**src/rtl/rwdt_pkg.sv**
```systemverilog
/*
  Shared constants of the runaway watchdog: register map, field layout,
  key codes, reset values, timing counts and the CPU-end state set.
  Assumes an 8-bit register path and a 20 MHz system clock.
*/
package rwdt_pkg;
  // ------------------------------------------------------------------
  // Register map
  // ------------------------------------------------------------------
  localparam int            ADDR_W        = 16;
  localparam int            DATA_W        = 8;
  localparam logic [15:0]   ADDR_MODE     = 16'h0300;
  localparam logic [15:0]   ADDR_KEY_CMD  = 16'h0301;

  // ------------------------------------------------------------------
  // watchdog_mode fields and reset values
  // ------------------------------------------------------------------
  localparam int            BIT_ENABLE    = 7;
  localparam int            BIT_TP_HI     = 6;
  localparam int            BIT_TP_LO     = 5;
  localparam int            BIT_PSL_RUN   = 2;
  localparam int            BIT_RST_CONN  = 1;
  localparam logic          RST_ENABLE    = 1'b1;
  localparam logic [1:0]    RST_TP        = 2'h0;
  localparam logic          RST_PSL_RUN   = 1'b0;
  localparam logic          RST_RST_CONN  = 1'b0;

  // ------------------------------------------------------------------
  // Key codes written to watchdog_key_command
  // ------------------------------------------------------------------
  localparam logic [7:0]    KEY_CLEAR     = 8'h4E;
  localparam logic [7:0]    KEY_DISABLE   = 8'hB1;

  // ------------------------------------------------------------------
  // Counter and timing
  // ------------------------------------------------------------------
  localparam int            CNT_W         = 22;
  localparam int            TAP_00        = 15;
  localparam int            TAP_01        = 17;
  localparam int            TAP_10        = 19;
  localparam int            TAP_11        = 21;
  localparam int            SYS_CLK_HZ    = 20_000_000;
  // One state is two prescaled periods, equal to one system clock
  localparam int            CYC_PER_STATE = 1;
  localparam int            RST_STATES    = 22;
  localparam int            RST_CYCLES    = RST_STATES * CYC_PER_STATE;
  localparam int            RST_CNT_W     = 8;

  // ------------------------------------------------------------------
  // CPU-end access sequencer
  // ------------------------------------------------------------------
  typedef enum logic [2:0] {
    RWDT_IDLE   = 3'b001,
    RWDT_ACCESS = 3'b010,
    RWDT_WAIT   = 3'b100
  } rwdt_state_e;
endpackage : rwdt_pkg

```
**src/rtl/rwdt_if.sv**
```systemverilog
/*
  Link between the CPU end and the watchdog device: a one-cycle
  register strobe path with read return, and the NMI request.
  Assumes both ends share i_sys_clk.
*/
`timescale 1ns/100ps
interface rwdt_if;
  import rwdt_pkg::*;
  logic              wr;
  logic              rd;
  logic [ADDR_W-1:0] addr;
  logic [DATA_W-1:0] wdata;
  logic [DATA_W-1:0] rdata;
  logic              rvalid;
  logic              runaway_nmi_request;

  modport device (
    input  wr, rd, addr, wdata,
    output rdata, rvalid, runaway_nmi_request
  );
  modport cpu (
    output wr, rd, addr, wdata,
    input  rdata, rvalid, runaway_nmi_request
  );
endinterface : rwdt_if

```
**src/rtl/rwdt_device.sv**
```systemverilog
/*
  Runaway watchdog device: 22-stage counter, tap select, two-step
  disable, key-code clear, NMI pulse and forced internal reset.
  Assumes standby-mode levels come from logic on the same clock and
  that the CPU end drives single-cycle strobes.
*/
`timescale 1ns/100ps
// Operation
// - Tap overflow raises non-maskable interrupt request
// - Reset-connect bit makes overflow force reset
// - 22-stage up-counter on system clock
// - Two-bit field picks tap 15,17,19,21
// - Detection-time field resets to 00
// - Enable bit resets to 1, counting
// - Disable needs enable cleared then key B1
// - Enable bit set alone re-enables watchdog
// - Key 4E clears counter, counting resumes
// - Software clears counter before detection time
// - Reset-connect bit resets to 0
// - Counter stops in light-sleep or full-stop
// - Counter keeps running during bus release
// - Partial-sleep runs only with run bit set
// - Forced reset lasts 22 to 29 states
// - Software clears, drops enable, then disables
// - Software disables before changing settings
module rwdt_device (
  input  wire logic                        i_sys_clk,
  input  wire logic                        i_reset,
  rwdt_if.device                           bus,
  input  wire logic                        i_light_sleep_mode,
  input  wire logic                        i_full_stop_mode,
  input  wire logic                        i_partial_sleep_mode,
  input  wire logic                        i_bus_release_ack_n,
  output logic                             o_internal_reset,
  output logic [rwdt_pkg::CNT_W-1:0]       o_count
);
  import rwdt_pkg::*;

  // ------------------------------------------------------------------
  // Register state
  // ------------------------------------------------------------------
  logic                 runaway_timer_enable;
  logic [1:0]           detect_time_select;
  logic                 partial_sleep_run;
  logic                 overflow_reset_connect;
  logic                 disabled;
  logic [CNT_W-1:0]     count;
  logic [RST_CNT_W-1:0] rst_left;
  logic                 nmi_q;
  logic [DATA_W-1:0]    rdata_q;
  logic                 rvalid_q;

  logic                 wr_mode;
  logic                 wr_key;
  logic                 key_clear;
  logic                 key_disable;
  logic                 run;
  logic                 tap_hit;

  // ------------------------------------------------------------------
  // Register and key decode
  // ------------------------------------------------------------------
  assign wr_mode     = bus.wr && (bus.addr == ADDR_MODE);
  assign wr_key      = bus.wr && (bus.addr == ADDR_KEY_CMD);
  // Any other key value is decoded as nothing at all
  assign key_clear   = wr_key && (bus.wdata == KEY_CLEAR);
  assign key_disable = wr_key && (bus.wdata == KEY_DISABLE);

  // ------------------------------------------------------------------
  // Mode register
  // ------------------------------------------------------------------
  always_ff @(posedge i_sys_clk) begin
    if (i_reset) begin
      runaway_timer_enable   <= RST_ENABLE;
      detect_time_select     <= RST_TP;
      partial_sleep_run      <= RST_PSL_RUN;
      overflow_reset_connect <= RST_RST_CONN;
    end else if (wr_mode) begin
      runaway_timer_enable   <= bus.wdata[BIT_ENABLE];
      detect_time_select     <= bus.wdata[BIT_TP_HI:BIT_TP_LO];
      partial_sleep_run      <= bus.wdata[BIT_PSL_RUN];
      overflow_reset_connect <= bus.wdata[BIT_RST_CONN];
    end
  end

  // ------------------------------------------------------------------
  // Disable state: two steps in, one step out
  // ------------------------------------------------------------------
  always_ff @(posedge i_sys_clk) begin
    if (i_reset) begin
      disabled <= 1'b0;
    // Enable write wins over a same-cycle key, so a runaway cannot lock it off
    end else if (wr_mode && bus.wdata[BIT_ENABLE]) begin
      disabled <= 1'b0;
    end else if (key_disable && !runaway_timer_enable) begin
      disabled <= 1'b1;
    end
  end

  // ------------------------------------------------------------------
  // Binary counter
  // ------------------------------------------------------------------
  // Bus release does not pause counting, so the acknowledge is unused
  // Standby levels are same-clock logic, so they need no synchroniser
  always_comb begin
    run = !disabled && !i_light_sleep_mode && !i_full_stop_mode
          && !(i_partial_sleep_mode && !partial_sleep_run);
  end

  // ------------------------------------------------------------------
  // Tap select
  // ------------------------------------------------------------------
  always_comb begin
    case (detect_time_select)
      2'h0:    tap_hit = &count[TAP_00-1:0];
      2'h1:    tap_hit = &count[TAP_01-1:0];
      2'h2:    tap_hit = &count[TAP_10-1:0];
      default: tap_hit = &count[TAP_11-1:0];
    endcase
  end

  always_ff @(posedge i_sys_clk) begin
    if (i_reset || o_internal_reset || key_clear) begin
      count <= '0;
    end else if (run) begin
      count <= count + 1'b1;
    end
  end

  // ------------------------------------------------------------------
  // Overflow: NMI pulse and forced reset
  // ------------------------------------------------------------------
  // A clear key in the overflow cycle wins; the count never got there
  always_ff @(posedge i_sys_clk) begin
    if (i_reset) begin
      nmi_q <= 1'b0;
    end else begin
      nmi_q <= run && tap_hit && !key_clear && !o_internal_reset;
    end
  end

  // ------------------------------------------------------------------
  // Forced reset
  // ------------------------------------------------------------------
  // Length sits at the low end of the allowed range to shorten downtime
  always_ff @(posedge i_sys_clk) begin
    if (i_reset) begin
      rst_left <= '0;
    end else if (nmi_q && overflow_reset_connect) begin
      rst_left <= RST_CNT_W'(RST_CYCLES);
    end else if (rst_left != '0) begin
      rst_left <= rst_left - 1'b1;
    end
  end

  always_ff @(posedge i_sys_clk) begin
    if (i_reset) begin
      o_internal_reset <= 1'b0;
    end else begin
      // Drives only the internal reset net; the pin level is untouched
      o_internal_reset <= (nmi_q && overflow_reset_connect)
                          || (rst_left > RST_CNT_W'(1));
    end
  end

  // ------------------------------------------------------------------
  // Read path
  // ------------------------------------------------------------------
  always_ff @(posedge i_sys_clk) begin
    if (i_reset) begin
      rvalid_q <= 1'b0;
    end else begin
      rvalid_q <= bus.rd;
    end
  end

  // Unused mode bits read as zero
  always_ff @(posedge i_sys_clk) begin
    if (i_reset) begin
      rdata_q  <= '0;
    end else begin
      if (bus.rd && bus.addr == ADDR_MODE) begin
        rdata_q <= '0;
        rdata_q[BIT_ENABLE]            <= runaway_timer_enable;
        rdata_q[BIT_TP_HI:BIT_TP_LO]   <= detect_time_select;
        rdata_q[BIT_PSL_RUN]           <= partial_sleep_run;
        rdata_q[BIT_RST_CONN]          <= overflow_reset_connect;
      end else begin
        // Key register is write-only; unmapped reads return zero
        rdata_q <= '0;
      end
    end
  end

  always_ff @(posedge i_sys_clk) begin
    if (i_reset) begin
      o_count <= '0;
    end else begin
      o_count <= count;
    end
  end

  assign bus.rdata               = rdata_q;
  assign bus.rvalid              = rvalid_q;
  assign bus.runaway_nmi_request = nmi_q;
endmodule : rwdt_device

```
**src/flat_wrapper.sv**
```systemverilog
// flat-port wrapper written by rule: the top's interface ports become plain ports
module rwdt_device_flat import rwdt_pkg::*;
  (i_sys_clk, i_reset, i_light_sleep_mode, i_full_stop_mode, i_partial_sleep_mode, i_bus_release_ack_n, o_internal_reset, o_count, bus_wr, bus_rd, bus_addr, bus_wdata, bus_rdata, bus_rvalid, bus_runaway_nmi_request);
  rwdt_if bus_i ();
  input  wire logic i_sys_clk;
  input  wire logic i_reset;
  input  wire logic i_light_sleep_mode;
  input  wire logic i_full_stop_mode;
  input  wire logic i_partial_sleep_mode;
  input  wire logic i_bus_release_ack_n;
  output logic o_internal_reset;
  output logic [rwdt_pkg::CNT_W-1:0] o_count;
  input wire logic [$bits(bus_i.wr)-1:0] bus_wr;
  input wire logic [$bits(bus_i.rd)-1:0] bus_rd;
  input wire logic [$bits(bus_i.addr)-1:0] bus_addr;
  input wire logic [$bits(bus_i.wdata)-1:0] bus_wdata;
  output wire logic [$bits(bus_i.rdata)-1:0] bus_rdata;
  output wire logic [$bits(bus_i.rvalid)-1:0] bus_rvalid;
  output wire logic [$bits(bus_i.runaway_nmi_request)-1:0] bus_runaway_nmi_request;
  assign bus_i.wr = bus_wr;
  assign bus_i.rd = bus_rd;
  assign bus_i.addr = bus_addr;
  assign bus_i.wdata = bus_wdata;
  assign bus_rdata = bus_i.rdata;
  assign bus_rvalid = bus_i.rvalid;
  assign bus_runaway_nmi_request = bus_i.runaway_nmi_request;
  rwdt_device u_core (.i_sys_clk(i_sys_clk), .i_reset(i_reset), .bus(bus_i), .i_light_sleep_mode(i_light_sleep_mode), .i_full_stop_mode(i_full_stop_mode), .i_partial_sleep_mode(i_partial_sleep_mode), .i_bus_release_ack_n(i_bus_release_ack_n), .o_internal_reset(o_internal_reset), .o_count(o_count));
endmodule
```
**config.mk**
```make
export PLATFORM = sky130hd
export DESIGN_NAME = rwdt_device_flat
export DESIGN_NICKNAME = d
export VERILOG_FILES = /design/src/rtl/rwdt_pkg.sv /design/src/rtl/rwdt_if.sv /design/src/rtl/rwdt_device.sv /design/src/flat_wrapper.sv
export SDC_FILE = /design/constraint.sdc
export NUM_CORES = 1
export LEC_CHECK = 0
export ABC_AREA = 0
export BUFFER_PORTS_ARGS = -buffer_cell sky130_fd_sc_hd__buf_4
export CAP_MARGIN = 20
export CORE_MARGIN = 2
export CORE_UTILIZATION = 40
export DETAILED_ROUTE_END_ITERATION = 7
export GPL_TIMING_DRIVEN = 0
export PLACE_DENSITY_LB_ADDON = 0.25
export SLEW_MARGIN = 20
export SYNTH_ARGS = -nofsm -noshare
export SYNTH_HDL_FRONTEND = slang
export SYNTH_SLANG_ARGS = --single-unit
export TNS_END_PERCENT = 20
```
**constraint.sdc**
```tcl
create_clock -name i_sys_clk -period 1.8 [get_ports i_sys_clk]
set_input_delay 0.18 -clock i_sys_clk [delete_from_list [all_inputs] [get_ports i_sys_clk]]
set_output_delay 0.18 -clock i_sys_clk [all_outputs]
set_load 0.05 [all_outputs]
```
# --- Word level (Yosys, flattened, before mapping) ---
# Index checks and enable logic that the tools add are counted.
op_classes:
  n_addsub: 2
  mul: 0
  div_mod_pow: 0
  magnitude_cmp: 1
  eq_ne: 6
  shift: 0
  n_mux: 3
  n_bitwise: 1
  reduce_logical: 36
ops:
  columns: ["op", "n"]
  rows:
  - ["$eq A16 B10 Y1 const B", 2]
  - ["$add A22 B1 Y22 const B", 1]
  - ["$reduce_and A21 Y1", 1]
  - ["$reduce_and A19 Y1", 1]
  - ["$reduce_and A17 Y1", 1]
  - ["$logic_and A1 B1 Y1", 15]
  - ["$reduce_and A15 Y1", 1]
  - ["$mux W5", 2]
  - ["$eq A8 B7 Y1 const B", 1]
  - ["$eq A8 B8 Y1 const B", 1]
  - ["$gt A8 B1 Y1 const B", 1]
  - ["$logic_not A1 Y1", 8]
  - ["$reduce_bool A8 Y1", 1]
  - ["$sub A8 B1 Y8 const B", 1]
  - ["$reduce_or A2 Y1", 3]
  - ["$logic_or A1 B1 Y1", 3]
  - ["$pmux W1 S3", 1]
  - ["$eq A2 B1 Y1 const B", 1]
  - ["$eq A2 B2 Y1 const B", 1]
  - ["$logic_not A2 Y1", 1]
  - ["$reduce_bool A2 Y1", 1]
  - ["$not A1 Y1", 1]
word_totals:
  reg_bits: 69
  latch_bits: 0
  mem_bits_rw: 0
  romBits: 0
  out_inout_bits: 33
  word_cells: 63
  n_memories: 0

# --- Longest topological paths before layout ---
# Gate-level depths: netlist (run 1).
depth:
  depth_word: 7
  mapped_depth: 8
  mapped_depth_nobuf: 8

# --- Least setup slack after synthesis (run 1) ---
# No wires, ideal clock.
synth_timing:
  kind: "register to register"
  start: "reg u_core.count[0]"
  end: "reg u_core.nmi_q (netlist: u_core.bus.runaway_nmi_request)"
  setup_time_ps: 91
  arrival_time_ps: 1587
  t_required_ps: 1709
  path_slack_ps: 121
  path_stages_with_launch: 9
  n_path_buf: 0
  period_less_slack_ps: 1679
  cell_sequence: "dfxtp_1 -> ha_1 -> nand2_2 -> nor2_1 -> and3_1 -> ha_1 -> o21ai_0 -> a21oi_1 -> nor4bb_1"
synth_between:
  elab_chain_cells: 5
  word_cells_on_any_way: 8
  classes_between: "mux: 1; reduce/logical: 7"
synth_lines:
  columns: ["item", "line", "text"]
  rows:
  - ["from (decl)", "rwdt_device.sv:47", "logic [CNT_W-1:0] count;"]
  - ["from (signal assigned)", "rwdt_device.sv:126", "count <= count + 1'b1;"]
  - ["$reduce_and A21 Y1, or another cell as far along", "rwdt_device.sv:118", "default: tap_hit = &count[TAP_11-1:0];"]
  - ["$pmux W1 S3 (*)", "rwdt_device.sv:114", "case (detect_time_select)"]
  - ["$logic_and A1 B1 Y1 (*) (3 in a row)", "rwdt_device.sv:138", "nmi_q <= run && tap_hit && !key_clear && !o_internal_reset;"]
  - ["to (signal assigned)", "rwdt_device.sv:138", null]
  - ["to (decl)", "rwdt_device.sv:49", "logic nmi_q;"]
# Mark *: on every way between the ends. The rest lies on a longest branch, timed or not.
# A chain may end at the register's enable or synchronous reset.

# --- Final worst setup path (run 1) ---
layout_timing:
  start: "reg u_core.count[7]"
  end: "reg u_core.nmi_q (netlist: u_core.bus.runaway_nmi_request)"
# The elaborated chain is that of the path after synthesis.

==> results of run 1 <==
==> final cells by class <==
| cell class | instances | area, um2 |
|---|---|---|
| inverter | 7 | 26.3 |
| multi-input combinational | 197 | 1350 |
| buffer | 11 | 62.6 |
| clock buffer | 14 | 163 |
| fill | 636 | 3150 |
| clock inverter | 2 | 35.0 |
| timing repair buffer | 60 | 450 |
| tap | 80 | 100 |
| sequential | 66 | 1340 |
==> cell usage after synthesis, types with 2 or more instances <==
master                     number
sky130_fd_sc_hd__o21ai_1        5
sky130_fd_sc_hd__nor3_2         3
sky130_fd_sc_hd__nor2_2         2
sky130_fd_sc_hd__and2_1         6
sky130_fd_sc_hd__and4_1         2
sky130_fd_sc_hd__a31oi_1        3
sky130_fd_sc_hd__buf_2          2
sky130_fd_sc_hd__buf_4          5
sky130_fd_sc_hd__and4_4         2
sky130_fd_sc_hd__clkbuf_1       4
sky130_fd_sc_hd__inv_1          7
sky130_fd_sc_hd__nand3_1        7
sky130_fd_sc_hd__nor3_1        12
sky130_fd_sc_hd__nor2b_1       19
sky130_fd_sc_hd__nand2b_1       2
sky130_fd_sc_hd__o21ai_0        2
sky130_fd_sc_hd__nor4_2         8
sky130_fd_sc_hd__nand2_1       15
sky130_fd_sc_hd__nand3b_1       2
sky130_fd_sc_hd__nor4_1         2
sky130_fd_sc_hd__nor2_1        34
sky130_fd_sc_hd__ha_1           4
sky130_fd_sc_hd__nand4_2        2
sky130_fd_sc_hd__nand2_2        4
sky130_fd_sc_hd__xnor2_1       22
sky130_fd_sc_hd__a21oi_1       12
sky130_fd_sc_hd__dfxtp_1       66
sky130_fd_sc_hd__nand4_4        2
sky130_fd_sc_hd__nand4_1        4
==> per-layer routing <==
metal | wire [um] | share of wire [%]
met1 | 2600 | 47
met2 | 2480 | 45
met3 | 286 | 5.2
met4 | 106 | 1.9
met5 | 0 | 0
==> worst min path at each step <==
stage	endpoint	cells after the start	from
4_1_cts	u_core.bus.rvalid	2	bus_rd
6_report	u_core.bus.rvalid	2	bus_rd
3_3_place_gp	u_core.bus.rvalid	2	bus_rd
2_1_floorplan	u_core.detect_time_select[1]	2	bus_wdata[6]
3_5_place_dp	u_core.bus.rvalid	2	bus_rd
5_1_grt	u_core.overflow_reset_connect	3	bus_wdata[1]
==> kinds of logic (layout without fill, tap and decap cells) <==
family	after synthesis	after routing
and+or+nand+nor	139	139
DFF	66	66
AOI/OAI and AO/OA	27	27
xor gates and xnor gates	23	23
buffers and inverters	18	94
adders and majority gates	4	4
other	1	3
muxes	1	1
==> report_power, final <==
| group | leakage, nW | switching [W] | total (W) | internal, W |
|---|---|---|---|---|
| combinational | 0.750 | 0.000359 | 0.000634 | 0.000275 |
| sequential | 0.540 | 0.0000807 | 0.00162 | 0.00154 |
| clock | 0.101 | 0.000524 | 0.00124 | 0.000715 |
| total | 1.39 | 0.000964 | 0.00349 | 0.00253 |
==> through the flow <==
stage / utilization, % / std cells / power, W / setup WS, ns / TNS, ns
6_report: 52.8 / 437 / 0.00349 / 0.113 / 0
5_1_grt: 52.8 / 437 / 0.00367 / 0.00252 / 0
4_1_cts: 52.2 / 436 / 0.00352 / 0.00360 / 0
3_5_place_dp: 49.0 / 420 / 0.00229 / -0.113 / -0.113
3_3_place_gp: 49.0 / 420 / 0.00227 / -0.108 / -0.108
2_1_floorplan: - / 281 / 0.00211 / 0.121 / 0
==> flip-flops by register name, summed over array words and instances, names as in the netlist <==
name and cells:
u_core.bus.rdata 5, u_core.bus.runaway_nmi_request 1, u_core.bus.rvalid 1, u_core.count 22, u_core.detect_time_select 2, u_core.disabled 1, u_core.o_count 22, u_core.o_internal_reset 1
u_core.overflow_reset_connect 1, u_core.partial_sleep_run 1, u_core.rst_left 8, u_core.runaway_timer_enable 1
==> what timing repair did <==
action | CTS | global route
setup buffers | 0 | 1
gates resized for setup | 9 | 10
cloned | 0 | 0
pin swaps | 0 | 3
hold buffers | 0 | 0
setup endpoints to repair | 1 | 1
==> flow_metrics.tcl, run 1 <==
set metrics [dict create \
    run_status "finished, final reports clean" \
    worst_clock_skew_ns 0.00411 \
    grtUsageMet1_pct 21.1 \
    yosys.area.top_type "sky130_fd_sc_hd__dfxtp_1" \
    global_route.overflow_total 0 \
    worst_setup_path_start_kind "register" \
    finalNetCount 388 \
    adder_cell_share_of_the_synthesized_area_pct 1.84 \
    synth-warning-count 0 \
    p_per_area_mw_per_mm2 989 \
    worstSkewPairLatency_ns 0.33 \
    critPathMaxFanout 6 \
    worstPathRequired_ns 2.05 \
    clk_path_buf_depth 2 \
    postPlaceCellArea_mm2 0.00327 \
    detail_route.wirelength_um 5470 \
    mostFrequentLayoutCell "sky130_fd_sc_hd__buf_4" \
    async_reset_ff_share_pct 0 \
    drc 0 \
    syn-mean-instance-area_um2 9.75 \
    finalWeightedCongestion 0.804 \
    cts_htree_levels 3 \
    core.rowCount 30 \
    synth_mux_area_share_pct 0.368 \
    max_cap_viol_count 0 \
    synth-edff-count 0 \
    cp-startpoint "u_core.count[7]" \
    synthCells 279 \
    finalHoldViolations 0 \
    period_needed_ns 1.69 \
    post_drt_wl_per_cell_um 12.5 \
    floorplan.initialDensity_pct 40.7 \
    pin_count 65 \
    cells_along_the_critical_path "and4_4 -> nand2_4 -> nor2_4 -> and3_1 -> ha_1 -> o21ai_0 -> a21oi_1 -> nor4bb_2" \
    synthesis.area_mm2 0.00272 \
    cp_slowest_stage_delay_ns 0.38 \
    postSynth.topFlopCell "sky130_fd_sc_hd__dfxtp_1" \
    path_class "register to register" \
    post_synth_num_cell_types 48 \
    chipHeight_um 86.5 \
    path_buf_inv 0 \
    grt_first_pass_wirelength_um 9330 \
    r2r.worst_path.cells 8 \
    grtUsageMet3_pct 4.00 \
    r2r_setup_slack_ns 0.11 \
    timing.critical_path.arrival_ns 1.94 \
    synthXorXnorAreaFrac_pct 7.41 \
    cts_tree "yes" \
    grt_use_met2_pct 24.4 \
    drtPass1Iterations 4 \
    seq_cells_post_synth 66 \
    fin_area_mm2 0.00353 \
    vias_per_cell 4.89 \
    synth.top_cell.area_share_pct 48.6 \
    rr_startpoint "u_core.count[7]" \
    die-area_mm2 0.00748 \
    dominant_combinational_cell_family_by_area_after_synthesis "simple AND/OR/NAND/NOR gates" \
    ant_cells 0 \
    synth.yosys.seq_area_share_pct 48.6 \
    drtAntennaViolNets 0 \
    cts_num_sinks 66 \
    peakVddDrop_mv 0.417 \
    timing_worst_slew_pin_value_ns 0.534 \
    crit_path_top_delay_cell "sky130_fd_sc_hd__dfxtp_2" \
    most_frequent_cells_in_the_layout "65 x sky130_fd_sc_hd__buf_4, 56 x sky130_fd_sc_hd__dfxtp_1, 33 x sky130_fd_sc_hd__nor2_1" \
    rsz0062_at_grt "no" \
    synth_top_cells_by_area "sky130_fd_sc_hd__dfxtp_1 49%, sky130_fd_sc_hd__xnor2_1 7.1%, sky130_fd_sc_hd__nor2_1 4.7%, sky130_fd_sc_hd__nor2b_1 4.4%, sky130_fd_sc_hd__nor4_2 3.7%" \
    grt_start_max_net_pins 11 \
    initialDrtViolationCount 61 \
    globalRouteTotalUtil_pct 15.9 \
    core_area_mm2 0.00668 \
    critical-path-top-delay-family "simple AND/OR/NAND/NOR gates" \
    fin_worst_hold_slack_ns 0.104 \
    vias 2139 \
    setup_viol 0 \
    worst_setup_path_endpoint "u_core.bus.runaway_nmi_request" \
    place.port_buffers 59 \
    synth-simple-area-share_pct 32.8 \
    clockRootBuffer "sky130_fd_sc_hd__clkbuf_8" \
    die_span_x_um 86.5 \
    worstSetupPathDepth 8 \
    timing.hold.worst.class "input pin to register" \
    power.static_leakage_nw 1.39 \
    area.growth.synth_to_final_pct 29.7 \
    timing.slew.headroom_pct 64.4 \
    timing.final.crit_share_pct 93.7 \
    vias_in_the_first_global_route 2038 \
    post_route_cells_drive_above_1_share_pct 33.6 \
    max_clock_freq_mhz 593 \
    timing.final.max_slew_violations 0 \
    detailedPlacementHpwl_um 3900 \
    critical_path.reg2reg.endpoint "u_core.bus.runaway_nmi_request" \
    critPathCaptureType "register" \
    synth_compound_gate_area_share_pct 5.61 \
    cts_buffers 9 \
    global_route.peak_usage_layer "met2" \
    worst_setup_hold_path_clk_slew_ns 0.07 \
    antenna_found_initial 0 \
]
Power figures use the tool's default switching activity.
==> run 2: changes to the inputs <==
- BUFFER_PORTS_ARGS: -buffer_cell sky130_fd_sc_hd__buf_4 -> not set
- DONT_BUFFER_PORTS: not set -> 1
==> run 2 against run 1 <==
  * Clock power grew 6%
  * First-iteration DRC count grew 13%
  * Total power grew 0.67%
  * Sequential share of layout area grew 4.5 points
  * Critical path type unchanged
==> flow_metrics.tcl, run 2 (synthesis results as in run 1) <==
set metrics [dict create \
    core_area_mm2 0.00668 \
    timing.final.crit_share_pct 92.2 \
    antenna_found_initial 0 \
    finish.cell_count_without_fillers 383 \
    clockRootBuffer "sky130_fd_sc_hd__clkbuf_8" \
    max_clock_freq_mhz 602 \
    peakVddDrop_mv 0.417 \
    fin_tns_setup_ns 0 \
    worstSkewPairLatency_ns 0.34 \
    p_per_area_mw_per_mm2 1120 \
    run_status "finished, final reports clean" \
    cts_htree_levels 3 \
    timing.hold.worst.class "input pin to register" \
    grt_start_max_net_pins 12 \
    finalHoldViolations 0 \
    vias 1950 \
    worst_setup_hold_path_clk_slew_ns 0.07 \
    place_inst 361 \
    clk_path_buf_depth 2 \
    post_route_cells_drive_above_1_share_pct 20.1 \
    critPathCaptureType "register" \
    cts_tree "yes" \
    timing.slew.headroom_pct 59.6 \
    period_needed_ns 1.66 \
    crit_path_top_delay_cell "sky130_fd_sc_hd__dfxtp_4" \
    cp_slowest_stage_delay_ns 0.38 \
    drtPass1Iterations 4 \
    drc 0 \
    die_span_x_um 86.5 \
    die-area_mm2 0.00748 \
    drt-met1-wl_um 2540 \
    finalNetCount 334 \
    floorplan.initialDensity_pct 40.7 \
    cts_buffers 9 \
    layout_top_registers "u_core.count (22), u_core.o_count (22), u_core.rst_left (8)" \
    worstPathRequired_ns 2.05 \
    critPathMaxFanout 6 \
    drtAntennaViolNets 0 \
    most_frequent_cells_in_the_layout "57 x sky130_fd_sc_hd__dfxtp_1, 33 x sky130_fd_sc_hd__nor2_1, 22 x sky130_fd_sc_hd__xnor2_1" \
    place.port_buffers 0 \
    met2_wirelength_um 2390 \
    pin_count 65 \
    worst_clock_skew_ns 0.00960 \
    timing_worst_slew_pin_value_ns 0.605 \
    timing.final.max_slew_violations 0 \
    post_drt_wl_per_cell_um 13.8 \
    area.growth.synth_to_final_pct 15.5 \
    wl_met3_um 298 \
    vias_in_the_first_global_route 1920 \
    finalWeightedCongestion 0.765 \
    vias_per_cell 5.09 \
    initialDrtViolationCount 69 \
    timing.critical_path.arrival_ns 1.91 \
    cts_num_sinks 66 \
    rsz0062_at_grt "no" \
    grt_first_pass_wirelength_um 8870 \
    ant_cells 0 \
    critical-path-top-delay-family "simple AND/OR/NAND/NOR gates" \
    setup_viol 0 \
    max_cap_viol_count 0 \
    worst_setup_path_start_kind "register" \
    top_signal_layer_used "met4" \
    chipHeight_um 86.5 \
    power.static_leakage_nw 1.13 \
    core.rowCount 30 \
    detail_route.wirelength_um 5300 \
    path_buf_inv 0 \
    path_class "register to register" \
    mostFrequentLayoutCell "sky130_fd_sc_hd__dfxtp_1" \
    detailedPlacementHpwl_um 3740 \
    globalRouteTotalUtil_pct 15.3 \
    cells_along_the_critical_path "and4_4 -> nand2_4 -> nor2_2 -> and3_1 -> ha_1 -> o21ai_0 -> a21oi_1 -> nor4bb_2" \
    global_route.overflow_total 0 \
]
run 2: changes by cell type in the layout (fill, tap and decap cells not counted), sizes merged:
cell         delta
buf            -59
bufinv          +1
clkbuf          -3
clkinv          +2
dlygate4sd3     +5
run 2: final timing paths:
kind | depth (start not counted) | from | slack, ns | end
worst max register to register | 8 | u_core.count[3] | 0.14 | u_core.bus.runaway_nmi_request
worst min-delay path | 2 | bus_addr[0] | 0.01 | u_core.runaway_timer_enable
worst min register to register | 2 | u_core.rst_left[3] | 0.48 | u_core.rst_left[3]
worst max-delay path | 8 | u_core.count[3] | 0.14 | u_core.bus.runaway_nmi_request
run 2: power breakdown:
| group | leakage [nW] | total [W] | internal (W) | switching, W |
|---|---|---|---|---|
| Combinational | 0.484 | 0.000525 | 0.000227 | 0.000298 |
| Clock | 0.107 | 0.00132 | 0.000778 | 0.000546 |
| Sequential | 0.539 | 0.00166 | 0.00154 | 0.000126 |
run 2: what timing repair did:
item / CTS / global route
endpoints found under the hold margin: 5 / 0
endpoints found under the setup margin: 1 / 1
setup buffers: 0 / 1
pin swaps: 1 / 2
gates resized for setup: 13 / 4
hold buffers: 5 / 0
run 2: cell type report:
cell class | instances | area (um2)
fillers | 650 | 3540
multi-input cells | 197 | 1350
flip-flops and latches | 66 | 1340
clock buffers | 11 | 131
well taps | 80 | 100
clock inverters | 5 | 78.8
plain buffers | 11 | 62.6
repair buffers | 6 | 57.6
inverters | 7 | 26.3
run 2: worst reg2reg max path: stages (launching register included):
cell	delay, ns
sky130_fd_sc_hd__dfxtp_4	0.38
sky130_fd_sc_hd__and4_4	0.26
sky130_fd_sc_hd__nand2_4	0.08
sky130_fd_sc_hd__nor2_2	0.11
sky130_fd_sc_hd__and3_1	0.17
sky130_fd_sc_hd__ha_1	0.13
sky130_fd_sc_hd__o21ai_0	0.07
sky130_fd_sc_hd__a21oi_1	0.14
sky130_fd_sc_hd__nor4bb_2	0.22
run 2: layer usage:
metal | GRT usage (%) | vias up
met3 | 4.86 | 11
li1 | - | 991
met1 | 20.4 | 887
met4 | 5.54 | 0
met2 | 23.4 | 61
met5 | 0 | -
run 2: through the flow:
step | cell area [um2] | worst slack, ns | hold WS (ns) | total power [W] | utilization, %
2_1_floorplan | 2730 | 0.121 | 0.320 | 0.00211 | -
4_1_cts | 3120 | 0.0117 | 0.00346 | 0.00355 | 46.8
3_5_place_dp | 2830 | -0.118 | 0.330 | 0.00221 | 42.3
5_1_grt | 3140 | 0.0154 | 0.00837 | 0.00370 | 47.0
3_3_place_gp | 2830 | -0.125 | 0.325 | 0.00220 | 42.3
6_report | 3140 | 0.140 | 0.0109 | 0.00351 | 47.0
